**src/macrocell_pkg.sv**
```systemverilog
// Constants, register map and carrier types for the programmable macrocell.
// Assumes a single 10 MHz APB clock; all pins are sampled on that clock.
package macrocell_pkg;

	localparam int PAL_TERMS = 5;
	localparam int PLA_TERMS = 32;
	localparam int CT_COUNT = 6;
	localparam int CT_WIDTH = 4;

	localparam logic [11:0] CTRL_OFFSET = 12'h000;
	localparam logic [11:0] ALLOC_OFFSET = 12'h004;
	localparam logic [11:0] CT_MASK_OFFSET = 12'h008;
	localparam logic [11:0] STATUS_OFFSET = 12'h00c;

	localparam logic [1:0] OE_OFF = 2'h0;
	localparam logic [1:0] OE_ON = 2'h1;
	localparam logic [1:0] OE_TERM = 2'h2;

	localparam int CT_PRESET = 0;
	localparam int CT_RESET = 1;
	localparam int CT_OE_BASE = 2;

	localparam int STAT_FF_BIT = 0;
	localparam int STAT_PIN_BIT = 1;
	localparam int STAT_OE_BIT = 2;
	localparam int STAT_CT_LSB = 3;

	typedef struct packed {
		logic [CT_COUNT-1:0] ct_product;
		logic [4:0] eq_index;
		logic float_en;
		logic [1:0] oe_term;
		logic [1:0] oe_mode;
		logic prst_en;
		logic flex_from_eq;
		logic use_flex;
		logic falling;
		logic t_mode;
	} ctrl_t;

	localparam int CTRL_WIDTH = $bits(ctrl_t);
	localparam ctrl_t CTRL_RESET = '0;
	localparam logic [PLA_TERMS-1:0] ALLOC_RESET = 32'h0000_0000;
	localparam logic [CT_COUNT*CT_WIDTH-1:0] CT_MASK_RESET = 24'h00_0000;

	typedef enum logic [1:0] {
		AP_IDLE = 2'b01,
		AP_DONE = 2'b10
	} apb_phase_t;

	typedef struct packed {
		apb_phase_t ph;
		ctrl_t ctrl;
		logic [PLA_TERMS-1:0] alloc;
		logic [CT_COUNT-1:0][CT_WIDTH-1:0] ct_mask;
		logic [CT_COUNT-1:0] ct_val;
		logic prim_q;
		logic flex_q;
		logic ff;
		logic pin_fb;
		logic oe;
		logic [31:0] prdata;
		logic pready;
		logic pslverr;
	} state_t;

endpackage

```
**src/programmable_macrocell.sv**
```systemverilog
// One macrocell with its I/O cell, configured over APB.
// Clock pins are plain inputs sampled on pclk; their edges are detected here.
`timescale 1ns/100ps
`default_nettype none

module programmable_macrocell
	import macrocell_pkg::*;
(
	input wire logic pclk,
	input wire logic presetn,
	input wire logic psel,
	input wire logic penable,
	input wire logic pwrite,
	input wire logic [11:0] paddr,
	input wire logic [31:0] pwdata,
	output logic [31:0] prdata,
	output logic pready,
	output logic pslverr,
	input wire logic primary_sync_clock,
	input wire logic secondary_flex_clock,
	input wire logic [PAL_TERMS-1:0] pal_terms,
	input wire logic [PLA_TERMS-1:0] pla_terms,
	input wire logic [CT_COUNT-1:0][CT_WIDTH-1:0] ct_literals,
	input wire logic global_float_pin,
	input wire logic pin_in,
	output logic pin_out,
	output logic pin_oe,
	output logic macrocell_feedback,
	output logic pin_feedback
);

	state_t s_reg;
	state_t s_next;
	logic mc_in;
	logic flex_lvl;
	logic clk_cur;
	logic clk_prev;
	logic clk_edge;
	logic [CT_COUNT-1:0] ct;
	logic oe_calc;
	logic acc;
	logic hit_ctrl;
	logic hit_alloc;
	logic hit_mask;
	logic hit_stat;

	// Sum or product of the literals a control term selects
	function automatic logic ct_eval(
		input logic [CT_WIDTH-1:0] lits,
		input logic [CT_WIDTH-1:0] mask,
		input logic product
	);
		logic r;
		if (product) begin
			r = &(lits | ~mask);
		end else begin
			r = |(lits & mask);
		end
		return r;
	endfunction

	function automatic logic edge_hit(
		input logic cur,
		input logic prev,
		input logic falling
	);
		return falling ? (prev & ~cur) : (cur & ~prev);
	endfunction

	always_comb begin
		s_next = s_reg;
		mc_in = (|pal_terms) | (|(pla_terms & s_reg.alloc));
		for (int i = 0; i < CT_COUNT; i++) begin
			ct[i] = ct_eval(ct_literals[i], s_reg.ct_mask[i],
				s_reg.ctrl.ct_product[i]);
		end
		s_next.ct_val = ct;

		// Second clock from its pin or from an equation term
		flex_lvl = s_reg.ctrl.flex_from_eq ?
			pla_terms[s_reg.ctrl.eq_index] : secondary_flex_clock;
		s_next.prim_q = primary_sync_clock;
		s_next.flex_q = flex_lvl;
		clk_cur = s_reg.ctrl.use_flex ? flex_lvl : primary_sync_clock;
		clk_prev = s_reg.ctrl.use_flex ? s_reg.flex_q : s_reg.prim_q;
		clk_edge = edge_hit(clk_cur, clk_prev, s_reg.ctrl.falling);

		if (clk_edge) begin
			if (s_reg.ctrl.t_mode) begin
				s_next.ff = s_reg.ff ^ mc_in;
			end else begin
				s_next.ff = mc_in;
			end
		end
		// Preset/reset override any clock edge; reset wins over preset
		if (s_reg.ctrl.prst_en) begin
			if (ct[CT_RESET]) begin
				s_next.ff = 1'b0;
			end else if (ct[CT_PRESET]) begin
				s_next.ff = 1'b1;
			end
		end

		unique case (s_reg.ctrl.oe_mode)
			OE_OFF: oe_calc = 1'b0;
			OE_ON: oe_calc = 1'b1;
			OE_TERM: oe_calc = ct[CT_OE_BASE + 32'(s_reg.ctrl.oe_term)];
			default: oe_calc = 1'b0;
		endcase
		if (s_reg.ctrl.float_en && !global_float_pin) begin
			oe_calc = 1'b0;
		end
		s_next.oe = oe_calc;
		s_next.pin_fb = pin_in;

		// APB slave: one wait state, response registered
		acc = psel & penable;
		hit_ctrl = (paddr == CTRL_OFFSET);
		hit_alloc = (paddr == ALLOC_OFFSET);
		hit_mask = (paddr == CT_MASK_OFFSET);
		hit_stat = (paddr == STATUS_OFFSET);
		unique case (s_reg.ph)
			AP_IDLE: begin
				if (acc) begin
					s_next.ph = AP_DONE;
					s_next.pready = 1'b1;
					s_next.pslverr = ~(hit_ctrl | hit_alloc | hit_mask |
						(hit_stat & ~pwrite));
					s_next.prdata = 32'h0000_0000;
					if (!pwrite) begin
						if (hit_ctrl) begin
							s_next.prdata[CTRL_WIDTH-1:0] = s_reg.ctrl;
						end else if (hit_alloc) begin
							s_next.prdata = s_reg.alloc;
						end else if (hit_mask) begin
							s_next.prdata[CT_COUNT*CT_WIDTH-1:0] = s_reg.ct_mask;
						end else if (hit_stat) begin
							s_next.prdata[STAT_FF_BIT] = s_reg.ff;
							s_next.prdata[STAT_PIN_BIT] = s_reg.pin_fb;
							s_next.prdata[STAT_OE_BIT] = s_reg.oe;
							s_next.prdata[STAT_CT_LSB +: CT_COUNT] = s_reg.ct_val;
						end
					end
				end
			end
			AP_DONE: begin
				s_next.ph = AP_IDLE;
				s_next.pready = 1'b0;
				s_next.pslverr = 1'b0;
				if (acc && pwrite) begin
					if (hit_ctrl) begin
						s_next.ctrl = ctrl_t'(pwdata[CTRL_WIDTH-1:0]);
					end else if (hit_alloc) begin
						s_next.alloc = pwdata;
					end else if (hit_mask) begin
						s_next.ct_mask = pwdata[CT_COUNT*CT_WIDTH-1:0];
					end
				end
			end
			default: begin
				s_next.ph = AP_IDLE;
				s_next.pready = 1'b0;
				s_next.pslverr = 1'b0;
			end
		endcase
	end

	always_ff @(posedge pclk or negedge presetn) begin
		if (!presetn) begin
			s_reg.ph <= AP_IDLE;
			s_reg.ctrl <= CTRL_RESET;
			s_reg.alloc <= ALLOC_RESET;
			s_reg.ct_mask <= CT_MASK_RESET;
			s_reg.ct_val <= '0;
			s_reg.prim_q <= 1'b0;
			s_reg.flex_q <= 1'b0;
			s_reg.ff <= 1'b0;
			s_reg.pin_fb <= 1'b0;
			s_reg.oe <= 1'b0;
			s_reg.prdata <= 32'h0000_0000;
			s_reg.pready <= 1'b0;
			s_reg.pslverr <= 1'b0;
		end else begin
			s_reg <= s_next;
		end
	end

	assign prdata = s_reg.prdata;
	assign pready = s_reg.pready;
	assign pslverr = s_reg.pslverr;
	assign pin_out = s_reg.ff;
	assign pin_oe = s_reg.oe;
	assign macrocell_feedback = s_reg.ff;
	assign pin_feedback = s_reg.pin_fb;

endmodule

`default_nettype wire

```
**config.mk**
```make
export PLATFORM = sky130hd
export DESIGN_NAME = programmable_macrocell
export DESIGN_NICKNAME = d
export VERILOG_FILES = /design/src/macrocell_pkg.sv /design/src/programmable_macrocell.sv
export SDC_FILE = /design/constraint.sdc
export NUM_CORES = 1
export LEC_CHECK = 0
export BUFFER_PORTS_ARGS = -buffer_cell sky130_fd_sc_hd__buf_2
export CAP_MARGIN = 5
export CORE_ASPECT_RATIO = 0.8
export CORE_MARGIN = 2
export CORE_UTILIZATION = 40
export CTS_CLUSTER_SIZE = 8
export DETAILED_ROUTE_END_ITERATION = 16
export HOLD_SLACK_MARGIN = 0.15
export PLACE_DENSITY_LB_ADDON = 0.2
export SYNTH_ARGS = -nofsm -noshare
export SYNTH_HDL_FRONTEND = slang
export SYNTH_SLANG_ARGS = --single-unit
```
**constraint.sdc**
```tcl
create_clock -name pclk -period 2.5 [get_ports pclk]
set_input_delay 0.25 -clock pclk [delete_from_list [all_inputs] [get_ports pclk]]
set_output_delay 0.25 -clock pclk [all_outputs]
set_load 0.05 [all_outputs]
```
==> out/results.tsv, run 1 <==
metric	value	unit
Net Count, Synth	662	
router iterations before antenna repair	5	
final worst slack	0.363	ns
crit share post-route	85.5	%
Gate Count Post-Synth	546	
Synth cell types	51	
cts bufs inserted	17	
Setup violations, final	0	
GRT overflow	0	
Internal Power	3550	µW
initial DRC count	293	
H-tree levels	4	
sequential fraction of the synthesis area	49.5	%
cell total after placement	862	
Fin Clk Skew	0.0128	ns
die width	143	µm
leading cell type in the layout, fill and taps excluded	buf_2	
Final #Nets	824	
RSZ-0062 raised after global routing	no	
setup_tns	0	ns
max reg flops	87	
Clock Power Share	49.7	%
FMAX	468	MHz
top_reg_cell synth	dfrtp_1	
switching share of power	24.8	%
share of cells above drive strength 1	34.3	%
CP Data Arrival Time	2.43	ns
post-CTS setup buffers	0	
EDFF count, synth	0	
placed cell area	0.00703	mm²
Max Cap Viol	0	
PostCTS Resize Cnt	0	
first-pass GRT wire length	28500	µm
Net Switching	1170	µW
number of global-route vias before repair	5066	
VDD IR-drop max	557	µV
Comb pwr share	7.7	%
largest net degree at the start of global routing	46	
CTS tree	done	
clk buf depth	2	
clk slew on worst S/H paths	0.06	ns
Die Y	116	µm
Crit Path Max Fanout	18	
Placer Congestion	0.910	
initial antenna violation count	0	
Initial Util	41.2	%
status	complete, no violations	
Syn. warnings	0	
drt drc	0	
Clock Tree Root	clkbuf_16	
die area	0.0166	mm²
drt wl/cell	19.6	µm
startpoint types	flop	
Setup crit end kind	flop	
Diodes inserted	0	
total number of vias	4976	
Ports	152	
non-filler cells in the finished layout	931	
vias per cell	5.34	
Total GRT Usage	23.1	%
core area	0.0151	mm²
total power divided by cell area	592	mW/mm²
Routed WL	18300	µm
PortBufs	151	
CP required	2.79	ns
Worst-Skew Late Latency	0.41	ns
worst reg2reg path depth	8	
post-route ant nets	0	
mapped cell area	0.00623	mm²
Rows	40	
Worst Tran Pin Value	0.599	ns
#FFs+latches synth	123	
Syn-to-layout area delta	28.0	%
hold buffers post-CTS	37	
sequential share of power	42.6	%
commonest cells after routing, fill and taps aside	buf_2, dfrtp_1, nand2_1	
pre-CTS setup slack	0.0477	ns
Final Cell Area	0.00797	mm²
Hold Fails Final Rpt	0	
FFs w/ async S/R, synth	100	%
crit path time final	2.14	ns
worst min-delay path category	input pin to flop	
DP HPWL	13900	µm
Min-Delay Path Depth	3	
Sinks on Clock Net	123	
Rel. slew slack	60.1	%
Setup Crit Path Kind	flop to flop	
syn avg cell area	11.4	µm²
Leak	0.00383	µW
Final Slew Violations	0	
[synth_stat cells (all sizes together), types with 9 or more instances]
library cell | n | area share [%]
mux4 | 10 | 3.6
buf | 50 | 5.8
inv | 27 | 1.6
clkbuf | 11 | 0.66
a22o | 27 | 3.8
mux2 | 63 | 11
nand3 | 17 | 1.4
a22oi | 29 | 3.5
a32o | 9 | 1.4
nor3 | 9 | 0.72
o21ai | 39 | 3.1
dfrtp | 122 | 49
nand2 | 47 | 2.9
a21oi | 10 | 0.80
mux2i | 16 | 2.6
[per-layer routing]
metal | share of wire [%] | up-vias | track usage (%)
li1 | - | 2321 | -
met5 | 0 | - | 0
met1 | 47 | 2450 | 32.3
met3 | 5.8 | 20 | 5.12
met2 | 46 | 185 | 36.8
met4 | 1.4 | 0 | 6.21
[per-stage QoR]
stage | utilization [%] | hold WS [ns] | power [µW]
after floorplan | - | -0.0456 | 2150
after global placement | 46.5 | 0.279 | 2360
after detailed placement | 46.5 | 0.291 | 2370
after CTS | 52.7 | 0.166 | 4760
after global routing | 52.7 | 0.198 | 4890
final | 52.7 | 0.182 | 4710
[path summary, 6_finish.rpt]
check	to	slack, ns	start
setup reg to reg	macrocell_feedback	0.36	s_reg[111]
hold reg to reg	prdata[30]	0.49	prdata[30]
setup / recovery	macrocell_feedback	0.36	s_reg[111]
max in group asynchronous	s_reg[122]	1.35	presetn
min in group asynchronous	prdata[23]	0.38	presetn
hold / removal	pslverr	0.18	pwrite
[worst max-delay path: stages (launching register included)]
cell,delay (ns)
dfrtp_1,0.40
buf_12,0.17
mux2i_1,0.16
a22oi_1,0.21
nand3_1,0.09
and4_1,0.28
a41o_1,0.27
and2_1,0.14
o311a_1,0.29
[cell type report]
cell class / count / area [µm²]
inverter: 28 / 105
sequential: 123 / 3080
fill: 1373 / 7150
clock buffer: 17 / 425
timing repair buffer: 204 / 1310
tap: 210 / 263
clock inverter: 15 / 141
multi-input combinational: 334 / 2640
[kinds of logic (layout without fill, tap and decap cells)]
logic type | Yosys count | count (layout) | synth area share, %
AOI/OAI and AO/OA | 136 | 136 | 15.6
xor gates and xnor gates | 1 | 1 | 0.141
adders and majority gates | 2 | 2 | 0.402
buffers and inverters | 89 | 264 | 8.12
DFF | 123 | 123 | 49.5
muxes | 89 | 89 | 17.6
and+or+nand+nor | 106 | 106 | 8.68
[power by group through the flow]
stage / Combinational (µW) / Sequential [µW] / Clock, µW
CTS: 366 / 2010 / 2380
global placement: 317 / 2050 / 0
finish: 363 / 2010 / 2340
detailed placement: 321 / 2050 / 0
floorplan: 91.7 / 2060 / 0
global route: 396 / 2010 / 2480
(Power assumes the default switching activity.)
==> run 2: changes to the inputs <==
--- a/config.mk
+++ b/config.mk
@@ -5,6 +5,7 @@
 export SDC_FILE = /design/constraint.sdc
 export NUM_CORES = 1
 export LEC_CHECK = 0
+export ABC_AREA = 1
 export BUFFER_PORTS_ARGS = -buffer_cell sky130_fd_sc_hd__buf_2
 export CAP_MARGIN = 5
 export CORE_ASPECT_RATIO = 0.8
==> constraint.sdc (replaced) <==
create_clock -name pclk -period 2.5 [get_ports pclk]
set_input_delay 0.5 -clock pclk [delete_from_list [all_inputs] [get_ports pclk]]
set_output_delay 0.5 -clock pclk [all_outputs]
set_load 0.05 [all_outputs]
==> run 2 against run 1 <==
  * Clock skew fell by 0.0031 ns
  * Sequential power barely moved
  * Synthesized area rose by 2.2%
  * Largest cell class unchanged
==> out/results.tsv, run 2 <==
metric	value	unit	change
FFs w/ async S/R, synth	100	%	unchanged
switching share of power	22.7	%	was 24.8%
die area	0.0169	mm²	was 0.0166 mm²
leading cell type in the layout, fill and taps excluded	nand2_1		was buf_2
count leader, synth	nand2_1		was dfrtp_1
final core occ	49.4	%	was 52.7%
vias per cell	5.18		was 5.34
worst reg2reg path depth	16		was 8
Syn. warnings	0		unchanged
Final Slew Violations	0		unchanged
Net Count, Synth	888		was 662
Max Cap Viol	0		unchanged
crit path time final	2.04	ns	was 2.14 ns
clk buf depth	2		unchanged
Hold Fails Final Rpt	0		unchanged
FMAX	490	MHz	was 468 MHz
clk slew on worst S/H paths	0.06	ns	about the same
status	complete, no violations		unchanged
post-CTS setup buffers	0		unchanged
H-tree levels	4		unchanged
total number of vias	5830		was 4976
Hold Crit Start	pin_in		was pwrite
share of cells above drive strength 1	24.4	%	was 34.3%
Worst-Skew Late Latency	0.42	ns	was 0.41 ns
Rel. slew slack	67.4	%	was 60.1%
Synth area leader	dfrtp_1		unchanged
Final #Nets	1014		was 824
GRT overflow	0		unchanged
Total GRT Usage	24.6	%	was 23.1%
Die Y	117	µm	was 116 µm
Synth area leaders	dfrtp_1, nand2_1, nand3_1, o21ai_1, buf_4		was dfrtp_1, mux2_2, mux2_1, buf_4, a22o_1
Sinks on Clock Net	123		unchanged
Gate Count Post-Synth	772		was 546
post-route ant nets	0		unchanged
Fin Clk Skew	0.00968	ns	was 0.0128 ns
Min-Delay Path Depth	1		was 3
mapped cell area	0.00636	mm²	was 0.00623 mm²
RSZ-0062 raised after global routing	no		unchanged
sequential share of power	42.7	%	was 42.6%
first-pass GRT wire length	31600	µm	was 28500 µm
drt wl/cell	17.7	µm	was 19.6 µm
Worst Tran Pin Value	0.488	ns	was 0.599 ns
pre-CTS setup slack	0.352	ns	was 0.0477 ns
sequential fraction of the synthesis area	48.4	%	was 49.5%
cell total after placement	1093		was 862
number of global-route vias before repair	5656		was 5066
PortBufs	151		unchanged
startpoint types	flop		unchanged
non-filler cells in the finished layout	1125		was 931
Syn-to-layout area delta	21.4	%	was 28.0%
met3 usage	6.59	%	was 5.12%
Filler cells	1578		was 1373
DP HPWL	15100	µm	was 13900 µm
final worst slack	0.461	ns	was 0.363 ns
EDFF count, synth	0		unchanged
Internal Power	3630	µW	was 3550 µW
Setup violations, final	0		unchanged
routing usage on met1	37.0	%	was 32.3%
cts bufs inserted	17		unchanged
Crit Path Max Fanout	17		was 18
Diodes inserted	0		unchanged
Synth cell types	45		was 51
total power divided by cell area	609	mW/mm²	was 592 mW/mm²
hold endpoint	pin_feedback		was pslverr
CTS tree	done		unchanged
GRT met2 Usage	35.6	%	was 36.8%
top_reg_cell synth	dfrtp_1		unchanged
commonest cells after routing, fill and taps aside	nand2_1, buf_2, dfrtp_1		was buf_2, dfrtp_1, nand2_1
max reg flops	87		unchanged
largest net degree at the start of global routing	49		was 46
router iterations before antenna repair	5		unchanged
Setup crit end kind	flop		unchanged
R2R Setup Slk	0.46	ns	was 0.36 ns
CP Data Arrival Time	2.35	ns	was 2.43 ns
Initial Util	40.7	%	was 41.2%
Rows	41		was 40
initial antenna violation count	0		unchanged
worst min-delay path category	input pin to flop		unchanged
most used routing layer	met1		was met2
Clock Power Share	50.9	%	was 49.7%
#FFs+latches synth	123		unchanged
top cell type's share of synthesized area	48.0	%	was 49.0%
CP required	2.81	ns	was 2.79 ns
syn avg cell area	8.24	µm²	was 11.4 µm²
PostCTS Resize Cnt	0		unchanged
Critical R2R Launch	s_reg[111]		unchanged
Setup Crit Path Kind	flop to flop		unchanged
Leak	0.00383	µW	about the same
Post-synth top cells	nand2_1, dfrtp_1, inv_1, nand3_1, o21ai_1		was dfrtp_1, nand2_1, buf_4, mux2_2, o21ai_0
Net Switching	1070	µW	was 1170 µW
crit share post-route	81.6	%	was 85.5%
setup_tns	0	ns	unchanged
Comb pwr share	6.4	%	was 7.7%
core area	0.0156	mm²	was 0.0151 mm²
die width	145	µm	was 143 µm
VDD IR-drop max	492	µV	was 557 µV
RR Endpoint	macrocell_feedback		unchanged
Routed WL	20000	µm	was 18300 µm
drt drc	0		unchanged
Placer Congestion	0.922		was 0.910
Ports	152		unchanged
Clock Tree Root	clkbuf_16		unchanged
initial DRC count	467		was 293
run 2: repair_timing:
action / 4_1_cts / 5_1_grt
endpoints found under the hold margin: 32 / 0
setup endpoints to repair: 0 / 0
hold buffers: 1 / 0
run 2: power groups by stage:
stage / Clock (µW) / Sequential [µW] / Combinational, µW
2_1_floorplan: 0 / 2060 / 80.5
5_1_grt: 2530 / 2010 / 334
3_5_place_dp: 0 / 2040 / 301
3_3_place_gp: 0 / 2040 / 302
4_1_cts: 2430 / 2010 / 303
6_report: 2390 / 2010 / 300
run 2: worst max path at each step:
stage	start	end	slack, ns	depth (start not counted)
floorplan	paddr[1]	s_reg[98]	0.59	6
global placement	paddr[11]	prdata[10]	0.37	9
detailed placement	paddr[10]	prdata[8]	0.35	10
CTS	s_reg[111]	macrocell_feedback	0.46	16
global route	s_reg[111]	macrocell_feedback	0.19	16
finish	s_reg[111]	macrocell_feedback	0.46	16
run 2: worst max-delay path: stages (launching register included):
cell and delay [ns]:
dfrtp_1 0.49, inv_2 0.29, nand2_1 0.11, nand3_1 0.09
nand3_1 0.07, nand2_1 0.08, nand2_1 0.06, nand3b_1 0.09
nand3_1 0.14, nand3_1 0.13, nand2_1 0.06, nand2_1 0.07
nand2_1 0.05, nand2_1 0.05, nand3_1 0.07, nand2_1 0.06
inv_1 0.03
run 2: layout make-up:
class	instances	area [µm²]	area share (%)
inverters	73	274	3.55
clock inverters	8	92.6	1.20
multi-input cells	511	2590	33.5
clock buffers	23	478	6.19
well taps	215	269	3.48
flip-flops and latches	123	3080	39.8
repair buffers	172	943	12.2
run 2: kinds of logic (layout without fill, tap and decap cells):
family                   Yosys count  in the layout  share of synthesized area (%)
AO/OA/AOI/OAI                    163            163                           15.7
adder cells (fa/ha/maj)            2              2                          0.393
buffers and inverters            138            276                           10.9
flip-flops                       123            123                           48.4
multiplexers                       9              9                           1.71
AND/OR/NAND/NOR                  337            337                           22.9
run 2: per-layer routing:
| metal | part of all wire [%] | wire [µm] |
|---|---|---|
| met5 | 0 | 0 |
| met1 | 48 | 9570 |
| met4 | 0.79 | 157 |
| met3 | 10 | 1990 |
| met2 | 41 | 8240 |
run 2: per-stage QoR:
stage                     total power (µW)  hold WS (ns)  instance area (µm²)
after CTS                             4740         0.177                 7730
after detailed placement              2340         0.469                 7150
after floorplan                       2140         0.204                 6360
after global placement                2340         0.468                 7150
final                                 4700         0.189                 7730
after global routing                  4870         0.166                 7730
